$ cat config.mk
export PLATFORM = sky130hd
export DESIGN_NAME = adcc_top
export DESIGN_NICKNAME = d
export VERILOG_FILES = /design/src/adcc_pkg.sv /design/src/adcc_seq.sv /design/src/adcc_top.sv
export VERILOG_INCLUDE_DIRS = /design/src
export SDC_FILE = /design/constraint.sdc
export NUM_CORES = 1
export LEC_CHECK = 0
export BUFFER_PORTS_ARGS = -buffer_cell sky130_fd_sc_hd__buf_2
export CORE_ASPECT_RATIO = 1.1
export CORE_MARGIN = 2
export CORE_UTILIZATION = 48
export DETAILED_ROUTE_END_ITERATION = 12
export PLACE_DENSITY = 0.76
export SYNTH_ARGS = -nofsm -noshare
export SYNTH_HDL_FRONTEND = slang
export SYNTH_HIERARCHICAL = 1
export SYNTH_SLANG_ARGS = --single-unit
$ cat constraint.sdc
create_clock -name hclk -period 2.6 [get_ports hclk]
set_clock_uncertainty 0.1 [all_clocks]
set_input_delay 0.13 -clock hclk [delete_from_list [all_inputs] [get_ports hclk]]
set_output_delay 0.13 -clock hclk [all_outputs]
set_load 0.1 [all_outputs]
$ cat src/adcc_consts.svh
// Offsets, field positions, reset values and counts of the converter control block
`ifndef ADCC_CONSTS_SVH
`define ADCC_CONSTS_SVH

// ============================================================
// Register byte offsets (haddr[7:0])
`define ADCC_OFF_CTRL 8'h00
`define ADCC_OFF_SC 8'h04
`define ADCC_OFF_RH 8'h08
`define ADCC_OFF_RL 8'h0c

// ============================================================
// Converter control field positions
`define ADCC_CTRL_PU 7
`define ADCC_CTRL_DJM 6
`define ADCC_CTRL_EIGHT_BIT_RESOLUTION 5
`define ADCC_CTRL_SGN 4
`define ADCC_CTRL_PRS_MSB 3
`define ADCC_CTRL_PRS_LSB 0

// ============================================================
// Status and control field positions
`define ADCC_SC_FLAG 7
`define ADCC_SC_IE 6

// ============================================================
// Reset values and counts
`define ADCC_CTRL_RST 8'h00
`define ADCC_RES_RST 8'h00
`define ADCC_CONV_TICKS 10
`define ADCC_HSIZE_WORD 3'h2

`endif

$ cat src/adcc_pkg.sv
// Types shared by the converter control block
package adcc_pkg;

  // ============================================================
  // Sequencer state
  typedef enum logic {SEQ_IDLE, SEQ_CONV} adcc_seq_mode_t;

  typedef struct packed {
    adcc_seq_mode_t mode;
    logic [4:0] div;
    logic [7:0] ticks;
  } adcc_seq_state_t;

  // ============================================================
  // Register select and top state
  typedef enum logic [2:0] {SEL_NONE, SEL_CTRL, SEL_SC, SEL_RH, SEL_RL} adcc_sel_t;

  typedef struct packed {
    logic [7:0] ctrl;
    logic ie;
    logic flag;
    logic [7:0] res_h;
    logic [7:0] res_l;
    logic ph_valid;
    logic ph_wr;
    adcc_sel_t ph_sel;
    logic [7:0] rdata;
  } adcc_top_state_t;

endpackage : adcc_pkg

$ cat src/adcc_seq.sv
// Conversion clock prescaler and conversion sequencer
`timescale 1ns/1ps
`default_nettype none
`include "adcc_consts.svh"

module adcc_seq import adcc_pkg::*; #(
  parameter int CONV_TICKS = `ADCC_CONV_TICKS
) (
  // Clock and reset
  input wire logic hclk,
  input wire logic hresetn,
  // Control
  input wire logic start,
  input wire logic abort,
  input wire logic [3:0] prescale,
  // Status
  output logic busy,
  output logic conv_clk_tick,
  output logic done
);

  adcc_seq_state_t s_q, s_d;
  logic done_raw;

  // Last count of the divider: factor (p+1)*2 means 2p+1
  function automatic logic [4:0] div_limit(input logic [3:0] p);
    div_limit = {p, 1'b1};
  endfunction : div_limit

  // ============================================================
  // Next state
  always_comb begin
    s_d = s_q;
    conv_clk_tick = 1'b0;
    done_raw = 1'b0;
    unique case (s_q.mode)
      SEQ_IDLE: begin
      end
      SEQ_CONV: begin
        if (s_q.div == div_limit(prescale)) begin
          s_d.div = 5'h00;
          conv_clk_tick = 1'b1;
          if (s_q.ticks == 8'(CONV_TICKS - 1)) begin
            done_raw = 1'b1;
            s_d.mode = SEQ_IDLE;
          end else begin
            s_d.ticks = s_q.ticks + 8'h01;
          end
        end else begin
          s_d.div = s_q.div + 5'h01;
        end
      end
    endcase
    // Restart wins over a finishing conversion; its result is still reported
    if (start) begin
      s_d.mode = SEQ_CONV;
      s_d.div = 5'h00;
      s_d.ticks = 8'h00;
    end
    if (abort) begin
      s_d.mode = SEQ_IDLE;
    end
  end

  // Aborted conversions never report completion
  assign done = done_raw & ~abort;
  assign busy = (s_q.mode == SEQ_CONV);

  // ============================================================
  // State register
  always_ff @(posedge hclk or negedge hresetn) begin
    if (!hresetn) begin
      s_q <= '{mode: SEQ_IDLE, div: 5'h00, ticks: 8'h00};
    end else begin
      s_q <= s_d;
    end
  end

  // ============================================================
  // Checks
  logic [4:0] gap_q;
  logic seen_q;
  always_ff @(posedge hclk or negedge hresetn) begin
    if (!hresetn) begin
      gap_q <= 5'h00;
      seen_q <= 1'b0;
    end else begin
      gap_q <= conv_clk_tick ? 5'h00 : gap_q + 5'h01;
      seen_q <= (conv_clk_tick | seen_q) & ~start & ~abort & ~done_raw;
    end
  end

  property p_tick_period;
    @(posedge hclk) disable iff (!hresetn)
      conv_clk_tick && seen_q |-> gap_q == div_limit(prescale);
  endproperty
  a_tick_period: assert property (p_tick_period) else $error("conversion clock period wrong");

  property p_abort_idle;
    @(posedge hclk) disable iff (!hresetn)
      abort && !start |=> !busy && !done;
  endproperty
  a_abort_idle: assert property (p_abort_idle) else $error("abort left sequencer running");

endmodule : adcc_seq
`default_nettype wire

$ cat src/adcc_top.sv
// Converter control, result formatting and AHB-Lite register slave
//
// Implementation choices: the register offsets and register access over AHB-Lite.
`timescale 1ns/1ps
`default_nettype none
`include "adcc_consts.svh"

module adcc_top import adcc_pkg::*; #(
  parameter int CONV_TICKS = `ADCC_CONV_TICKS
) (
  // Clock and reset
  input wire logic hclk,
  input wire logic hresetn,
  // AHB-Lite slave
  input wire logic hsel,
  input wire logic [31:0] haddr,
  input wire logic [1:0] htrans,
  input wire logic hwrite,
  input wire logic [2:0] hsize,
  input wire logic [31:0] hwdata,
  input wire logic hready,
  output logic hreadyout,
  output logic [31:0] hrdata,
  output logic hresp,
  // Analog core
  input wire logic [9:0] conv_sample,
  output logic converter_power_on,
  output logic conv_busy,
  output logic conv_clk_tick,
  // Interrupt request
  output logic conv_irq
);

  adcc_top_state_t s_q, s_d;
  logic acc;
  adcc_sel_t addr_sel;
  logic wr_ctrl, wr_sc, rd_res;
  logic seq_start, seq_abort, seq_done;
  logic [15:0] fmt_res;

  // ============================================================
  // Helpers
  function automatic adcc_sel_t decode(input logic [7:0] a);
    unique case (a)
      `ADCC_OFF_CTRL: decode = SEL_CTRL;
      `ADCC_OFF_SC: decode = SEL_SC;
      `ADCC_OFF_RH: decode = SEL_RH;
      `ADCC_OFF_RL: decode = SEL_RL;
      default: decode = SEL_NONE;
    endcase
  endfunction : decode

  // Builds {result_high, result_low} from the raw sample and the mode bits
  function automatic logic [15:0] format_result(input logic [9:0] raw, input logic eight_bit_resolution,
                                                input logic justify_right, input logic signed_result);
    logic [9:0] v;
    v = raw;
    if (eight_bit_resolution) begin
      // resolution bit picks the 8-bit layout
      format_result = {raw[9] ^ (signed_result & ~justify_right), raw[8:2], 8'h00};
    end else if (justify_right) begin
      // justify bit set places the value right justified
      format_result = {6'h00, raw};
    end else begin
      // flipping bit 9 maps 0x000..0x3FF onto 0x200..0x1FF
      v[9] = raw[9] ^ signed_result;
      format_result = {v, 6'h00};
    end
  endfunction : format_result

  // ============================================================
  // Bus decode: address phase taken on hready, writes land in data phase
  assign acc = hsel & htrans[1] & hready;
  assign addr_sel = decode(haddr[7:0]);
  assign wr_ctrl = s_q.ph_valid & s_q.ph_wr & (s_q.ph_sel == SEL_CTRL);
  assign wr_sc = s_q.ph_valid & s_q.ph_wr & (s_q.ph_sel == SEL_SC);
  // Side effect taken at the address phase, so a status read right behind it already shows the flag clear
  assign rd_res = acc & ~hwrite & ((addr_sel == SEL_RH) | (addr_sel == SEL_RL));

  // ============================================================
  // Sequencer control
  // status-control write starts a conversion when powered
  assign seq_start = wr_sc & s_q.ctrl[`ADCC_CTRL_PU];
  assign seq_abort = wr_ctrl | ~s_q.ctrl[`ADCC_CTRL_PU];

  adcc_seq #(
    .CONV_TICKS(CONV_TICKS)
  ) u_seq (
    .hclk(hclk),
    .hresetn(hresetn),
    .start(seq_start),
    .abort(seq_abort),
    .prescale(s_q.ctrl[`ADCC_CTRL_PRS_MSB:`ADCC_CTRL_PRS_LSB]),
    .busy(conv_busy),
    .conv_clk_tick(conv_clk_tick),
    .done(seq_done)
  );

  // Mode bits sampled as the result is loaded
  assign fmt_res = format_result(conv_sample, s_q.ctrl[`ADCC_CTRL_EIGHT_BIT_RESOLUTION], s_q.ctrl[`ADCC_CTRL_DJM],
                                 s_q.ctrl[`ADCC_CTRL_SGN]);

  // ============================================================
  // Next state
  always_comb begin
    s_d = s_q;
    // Address phase capture and read data
    s_d.ph_valid = acc;
    s_d.ph_wr = hwrite;
    s_d.ph_sel = acc ? addr_sel : SEL_NONE;
    if (acc && !hwrite) begin
      unique case (addr_sel)
        SEL_CTRL: s_d.rdata = s_q.ctrl;
        SEL_SC: s_d.rdata = {s_q.flag, s_q.ie, 6'h00};
        SEL_RH: s_d.rdata = s_q.res_h;
        SEL_RL: s_d.rdata = s_q.res_l;
        SEL_NONE: s_d.rdata = 8'h00;
      endcase
    end
    // Write size is not checked; byte lane 0 carries every field
    if (wr_ctrl) begin
      // power bit stored, gates the sequencer
      s_d.ctrl = hwdata[7:0];
    end
    if (wr_sc) begin
      s_d.ie = hwdata[`ADCC_SC_IE];
    end
    if (wr_sc || rd_res) begin
      s_d.flag = 1'b0;
    end
    // flag and results in the same cycle; set wins over clear
    if (seq_done) begin
      s_d.flag = 1'b1;
      s_d.res_h = fmt_res[15:8];
      s_d.res_l = fmt_res[7:0];
    end
  end

  // ============================================================
  // State register
  always_ff @(posedge hclk or negedge hresetn) begin
    if (!hresetn) begin
      s_q <= '{ctrl: `ADCC_CTRL_RST, ie: 1'b0, flag: 1'b0, res_h: `ADCC_RES_RST, res_l: `ADCC_RES_RST,
               ph_valid: 1'b0, ph_wr: 1'b0, ph_sel: SEL_NONE, rdata: 8'h00};
    end else begin
      s_q <= s_d;
    end
  end

  // ============================================================
  // Outputs
  // Zero wait states keep the slave simple; every transfer is OKAY
  assign hreadyout = 1'b1;
  assign hresp = 1'b0;
  assign hrdata = {24'h000000, s_q.rdata};
  assign converter_power_on = s_q.ctrl[`ADCC_CTRL_PU];
  assign conv_irq = s_q.flag & s_q.ie;

  // ============================================================
  // Assertions
  property p_done_irq;
    @(posedge hclk) disable iff (!hresetn)
      seq_done && s_q.ie && !wr_sc |=> conv_irq && s_q.flag;
  endproperty
  a_done_irq: assert property (p_done_irq) else $error("no interrupt after conversion end");

  property p_irq_hold;
    @(posedge hclk) disable iff (!hresetn)
      conv_irq && !wr_sc && !rd_res |=> conv_irq;
  endproperty
  a_irq_hold: assert property (p_irq_hold) else $error("interrupt dropped while flag set");

  property p_sc_clear;
    @(posedge hclk) disable iff (!hresetn)
      wr_sc && !seq_done |=> !s_q.flag && !conv_irq;
  endproperty
  a_sc_clear: assert property (p_sc_clear) else $error("status write kept flag");

  property p_read_clear;
    @(posedge hclk) disable iff (!hresetn)
      rd_res && !seq_done |=> !s_q.flag;
  endproperty
  a_read_clear: assert property (p_read_clear) else $error("result read kept flag");

  property p_ctrl_abort;
    @(posedge hclk) disable iff (!hresetn)
      wr_ctrl |=> !conv_busy ##1 (!conv_busy || $past(seq_start));
  endproperty
  a_ctrl_abort: assert property (p_ctrl_abort) else $error("control write did not abort");

  property p_power_off;
    @(posedge hclk) disable iff (!hresetn)
      !converter_power_on |=> !conv_busy && !seq_done;
  endproperty
  a_power_off: assert property (p_power_off) else $error("converter ran while powered down");

  property p_sc_start;
    @(posedge hclk) disable iff (!hresetn)
      wr_sc && converter_power_on |=> conv_busy;
  endproperty
  a_sc_start: assert property (p_sc_start) else $error("status write did not start");

  property p_eight_bit;
    @(posedge hclk) disable iff (!hresetn)
      seq_done && s_q.ctrl[`ADCC_CTRL_EIGHT_BIT_RESOLUTION] |=>
        s_q.res_l == 8'h00 && {1'b0, s_q.res_h[6:0], 2'b00} == ($past(conv_sample) & 10'h1fc);
  endproperty
  a_eight_bit: assert property (p_eight_bit) else $error("8-bit result misplaced");

  property p_right_unsigned;
    @(posedge hclk) disable iff (!hresetn)
      seq_done && !s_q.ctrl[`ADCC_CTRL_EIGHT_BIT_RESOLUTION] && s_q.ctrl[`ADCC_CTRL_DJM] |=>
        {s_q.res_h, s_q.res_l} == {6'h00, $past(conv_sample)};
  endproperty
  a_right_unsigned: assert property (p_right_unsigned) else $error("right justified result wrong");

  property p_signed_msb;
    @(posedge hclk) disable iff (!hresetn)
      seq_done && s_q.ctrl[`ADCC_CTRL_SGN] && !s_q.ctrl[`ADCC_CTRL_DJM] |=>
        {s_q.res_h[7], 9'h000} != ($past(conv_sample) & 10'h200);
  endproperty
  a_signed_msb: assert property (p_signed_msb) else $error("signed MSB not inverted");

  property p_flag_with_result;
    @(posedge hclk) disable iff (!hresetn)
      $rose(s_q.flag) |-> $past(seq_done) && $past(conv_busy);
  endproperty
  a_flag_with_result: assert property (p_flag_with_result) else $error("flag set without result");

  // Main scenarios
  c_conv_irq: cover property (@(posedge hclk) disable iff (!hresetn) seq_done && s_q.ie);
  c_read_clear: cover property (@(posedge hclk) disable iff (!hresetn) rd_res && s_q.flag);
  c_abort_busy: cover property (@(posedge hclk) disable iff (!hresetn) wr_ctrl && conv_busy);
  c_set_over_clear: cover property (@(posedge hclk) disable iff (!hresetn) seq_done && (wr_sc || rd_res));

endmodule : adcc_top
`default_nettype wire

=== Word-level counts from Yosys, hierarchy flattened ===
Cells that the tools add are included.

* Add/sub/neg operators: 2
* Equality and inequality tests: 12
* Reduce and logical (&&, ||, !) cells: 9
* Mux-type cells: 20
* Bitwise logic cells: 19

{| class="wikitable"
|+ Operators with widths
! kind !! number
|-
| 8-bit one-hot mux with 5 select lines || 1
|-
| 16-bit 2-to-1 mux || 2
|-
| 14-bit 2-to-1 mux || 2
|-
| 8-bit by 4-bit == test with 1-bit output (second input constant) || 3
|-
| 17-bit 2-to-1 mux || 1
|-
| 8-bit 2-to-1 mux || 2
|-
| 3-bit one-hot mux with 4 select lines || 1
|-
| 1-bit bitwise AND || 11
|-
| 3-bit by 2-bit == test with 1-bit output (second input constant) || 3
|-
| 1-bit 2-to-1 mux || 9
|-
| 8-bit by 1-bit adder with 8-bit output (second input constant) || 1
|-
| 8-bit by 3-bit == test with 1-bit output (second input constant) || 1
|-
| 8-bit zero test || 1
|-
| 3-bit by 1-bit == test with 1-bit output (second input constant) || 2
|-
| 2-bit nonzero test || 3
|-
| 5-bit by 1-bit adder with 5-bit output (second input constant) || 1
|-
| 5-bit == test || 1
|-
| 5-bit 2-to-1 mux || 1
|-
| 1-bit inverter || 4
|-
| 3-bit == test (second input constant) || 1
|-
| 3-bit zero test || 1
|-
| 3-bit 2-to-1 mux || 1
|-
| 3-bit AND reduction || 1
|-
| 2-bit inequality test (second input constant) || 1
|-
| other kinds (5) || 7
|}

* Output and inout bits: 38
* Register bits after elaboration: 53
* Input port bits: 84

=== Depth between registers and ports, before layout ===
* Depth in word-level cells: 8
* Mapped depth: 8

=== Cells and area by module ===
The synthesis kept the hierarchy.

{| class="wikitable"
|+ By module, submodules not included
! module !! area an instance (sq um) !! sequential area each (sq um) !! cells each !! instances
|-
| adcc_top || 2,058.2 || 975.9 || 199 || 1
|-
| adcc_seq || 888.4 || 350.3 || 99 || 1
|}

=== Least setup slack after synthesis ===
No wires, ideal clock.

* Kind: register -> register
* Start point: register u_seq.s_q (netlist bit u_seq/busy)
* End point: register u_seq/s_q[7] in the netlist's numbering
* Required time: 2.375 ns
* Setup slack: 0.182 ns
* Arrival time: 2.193 ns
* Buffers on the path: 0
* Library setup time: 0.125 ns
* Cell stages (with the launch flop): 5
* Path through: dfrtp_1 > nand2_1 > or4_1 > nor3_1 > mux2_2

* Word-level cells in the longest chain between the ends: 2

{| class="wikitable"
|+ Ends and longest elaborated chain
! what !! RTL line !! source
|-
| start, declared || adcc_seq.sv:22 || <nowiki>adcc_seq_state_t s_q, s_d;</nowiki>
|-
| start signal, assigned || adcc_seq.sv:73 || <nowiki>s_q <= '{mode: SEQ_IDLE, div: 5'h00, ticks: 8'h00};</nowiki>
|-
| 2-bit nonzero test (no line) || n/a ||
|-
| 3-bit AND reduction (no line) || n/a ||
|}

Every way passes these cells.
A chain may end at the register's enable or synchronous reset.

==> results.md <==
* Clock Tree Root: clkbuf_8
* Setup_tns at 0 ns
* Die height at 86.18 um
* Die width at 78.71 um
* Run status: complete, no violations
* Worst VDD drop at 0.2969 mV
* Cell Int Power at 1.080 mW
* Most frequent cell after synthesis: dfrtp_1
* Area added between synthesis and finish at 15.07%
* Sw Ratio at 0.3277
* Diode count at 0
* Clock power frac at 0.310
* Critical Path, Cell by Cell: nor4b_1 > nand3_1 > nor2_1 > and3_1 > buf_6 > nor2_1 > a31oi_1 > dlygate4sd3_1
* Total power at 1.606 mW
* Clock-pin slew on the worst setup and hold paths at 0.10 ns
* Highest Clock Rate at 0.4163 GHz
* 1st-pass router iterations at 4
* Worst slew margin at 0.5892
* Layout cell share with drive strength beyond 1 at 0.2323
* Critical Path Source: u_seq/s_q[2]$_DFFE_PN0P_
* Final Max Slew Viols at 0
* Hold path depth at 4
* Syn Area/Cell at 9.888 um2
* GRT Total Usage at 0.1853
* DRC viols at 0
* Post-synth top cells: dfrtp_1 (53), buf_4 (35), nand2_1 (20)
* Max incr delay on CP at 0.56 ns
* CP most frequent cell: nor2_1
* Routed Antenna Nets at 0
* Wirelength, routed at 6.051 mm
* Post-synth top area share at 0.4501
* R2R setup slack at 0.20 ns
* Die area at 6782 um2
* Row Count at 29
* Post-CTS setup buffers at 0
* Part of the power in registers at 0.516
* Vias in the first global route at 2,130
* CTS tree: yes
* CP required at 2.76 ns
* Cell count after synthesis at 298
* Critical path depth at 8
* Initial Utilization at 0.5044
* RSZ-0062 raised after global routing: false
* Worst reg2reg startpoint: u_seq/s_q[2]$_DFFE_PN0P_
* R2R cell count at 8
* Top delay family on crit path: simple AND/OR/NAND/NOR gates
* Slew @ Worst Pin at 0.6121 ns
* Fillers at 531
* Drt initial violations at 116
* Via density at 5.209
* CP bufs+invs at 2
* Fin crit period at 2.402 ns
* Worst r2r dst: s_q[22]$_DFFE_PN0P_
* P_sw at 0.5264 mW
* Synth unique cells at 44
* Routed WL per cell at 14.07 um
* Dpl hpwl at 4.340 mm
* Static Leakage at 1.644 nW
* Combinational power share at 0.174
* Hold Slack at 0.02099 ns
* H-tree levels at 2
* First-pass GRT wire length at 9.991 mm
* CP endpoint kind: register
* Setup crit end: s_q[22]$_DFFE_PN0P_
* Dominant cells by area after synthesis: dfrtp_1 (45%), buf_4 (8.9%), mux2_2 (5.4%)
* Final Hold Vio Count at 0
* Async set or reset register ratio after synthesis at 1.000
* CORE AREA at 5842 um2
* Synth Cell Area at 2947 um2
* Pin count of the biggest net entering global routing at 34
* Synth Flop Type: dfrtp_1
* Final GP Congestion at 0.8409
* CTS buffer count at 5
* WS Path Type: register to register
* Startpoint types: register
* Final worst-path cycle share at 0.9239
* # IOs at 122
* Post-synthesis sequential area ratio at 0.4501
* Hold Startpoint: haddr[6]
* Power density cells at 473.7 nW/um2
* CTS sink count at 53
* WP data arrival at 2.57 ns
* CP Max Fanout at 30
* Global route total overflow at 0
* Antenna violations before repair at 0
* FF+latch count, synth at 53
* Vias at 2,240
* Clk buf depth at 2
* Total Nets Final at 439
* Worst hold path class: input port to register
* EDFF count, synth at 0
* Synth warn at 6
* Yosys top cell by area: dfrtp_1
* Count of final setup violators at 0
* Worst path slowest cell: dlygate4sd3_1
* Max-cap violations at 0
* Skew-Pair Late Insertion Delay at 0.32 ns
* I/O Buffers at 43
-- power by group through the flow --
| stage | clock network (mW) | logic (mW) | registers, mW |
|---|---|---|---|
| 3_5_place_dp | 0 | 0.256 | 0.845 |
| 3_3_place_gp | 0 | 0.255 | 0.845 |
| 6_report | 0.499 | 0.279 | 0.829 |
| 5_1_grt | 0.533 | 0.293 | 0.829 |
| 4_1_cts | 0.504 | 0.279 | 0.829 |
| 2_1_floorplan | 0 | 0.238 | 0.845 |
-- worst reg2reg max path, cell delays in order, from the launching register on --
cell and delay (ns):
dfrtp_1 0.45, nor4b_1 0.39, nand3_1 0.16, nor2_1 0.11, and3_1 0.18, buf_6 0.22
nor2_1 0.07, a31oi_1 0.12, dlygate4sd3_1 0.56
-- layout by cell type, fill, tap and decap left out, drive strengths merged, types with 5 or more instances in the layout --
cell         netlist  final
conb               2     26
a2bb2oi            6      6
nand3             17     17
dfrtp             53     53
clkbuf             7      5
o22ai              6      6
nand2             20     20
a31oi              5      5
buf               40     49
nor2              16     16
o211ai             5      5
o21ai             17     17
dlygate4sd3        0     21
nor3               5      5
inv               17     19
nand2b             9      9
mux2              14     14
mux2i              9      9
xnor2              5      5
nor2b              6      6
-- area by class of cell --
cell class / count / area [um2] / area share
clock buffer: 5 / 68.82 / 0.02030
multi-input combinational: 205 / 1336 / 0.3941
clock inverter: 3 / 25.02 / 0.007380
timing repair buffer: 70 / 474.2 / 0.1399
tap: 77 / 96.34 / 0.02841
inverter: 17 / 63.81 / 0.01882
sequential: 53 / 1326 / 0.3911
-- kinds of logic (layout without fill, tap and decap cells) --
logic type / count (synthesis) / in the layout / synth area share
flip-flops: 53 / 53 / 0.4501
XOR/XNOR: 6 / 6 / 0.01783
buffers and inverters: 64 / 95 / 0.1304
AND/OR/NAND/NOR: 97 / 97 / 0.1826
multiplexers: 25 / 25 / 0.09936
AO/OA/AOI/OAI: 48 / 48 / 0.1045
adder cells (fa/ha/maj): 3 / 3 / 0.01274
other: 2 / 26 / 0.002549
-- stage by stage --
stage | setup slack [ns] | instance area (um2) | std cells | utilization
5_1_grt | 0.01726 | 3391 | 430 | 0.5804
3_3_place_gp | 0.5121 | 3073 | 401 | 0.5260
2_1_floorplan | 0.1824 | 3037 | 322 | -
4_1_cts | 0.04721 | 3377 | 430 | 0.5781
6_report | 0.1978 | 3391 | 430 | 0.5804
3_5_place_dp | 0.4713 | 3073 | 401 | 0.5260
-- registers in the layout, indices dropped and copies added (netlist names) --
signal / flops
s_q: 30
u_seq/s_q: 13
converter_power_on: 1
u_seq/busy: 1
hrdata: 8
-- metal layers --
metal / routed length (um) / global-route usage
met4: 89 / 0.05901
met1: 2706 / 0.2483
met3: 262 / 0.02604
met2: 2992 / 0.3131
met5: 0 / 0
-- worst min path at each step --
| stage | to | slack [ns] |
|---|---|---|
| after detailed placement | u_seq/s_q[8]$_DFFE_PN0P_ | 0.002 |
| after global placement | u_seq/s_q[8]$_DFFE_PN0P_ | 0.0008 |
| after global routing | s_q[8]$_DFF_PN0_ | 0.02 |
| final | s_q[8]$_DFF_PN0_ | 0.02 |
| after floorplan | converter_power_on$_DFFE_PN0P_ | -0.27 |
| after CTS | s_q[8]$_DFF_PN0_ | 0.02 |
-- repair_timing --
action,CTS,global route
hold buffers,21,0
resized for setup,0,4
hold endpoints to repair,44,0
endpoints found under the setup margin,0,1
Power figures use the tool's default switching activity.
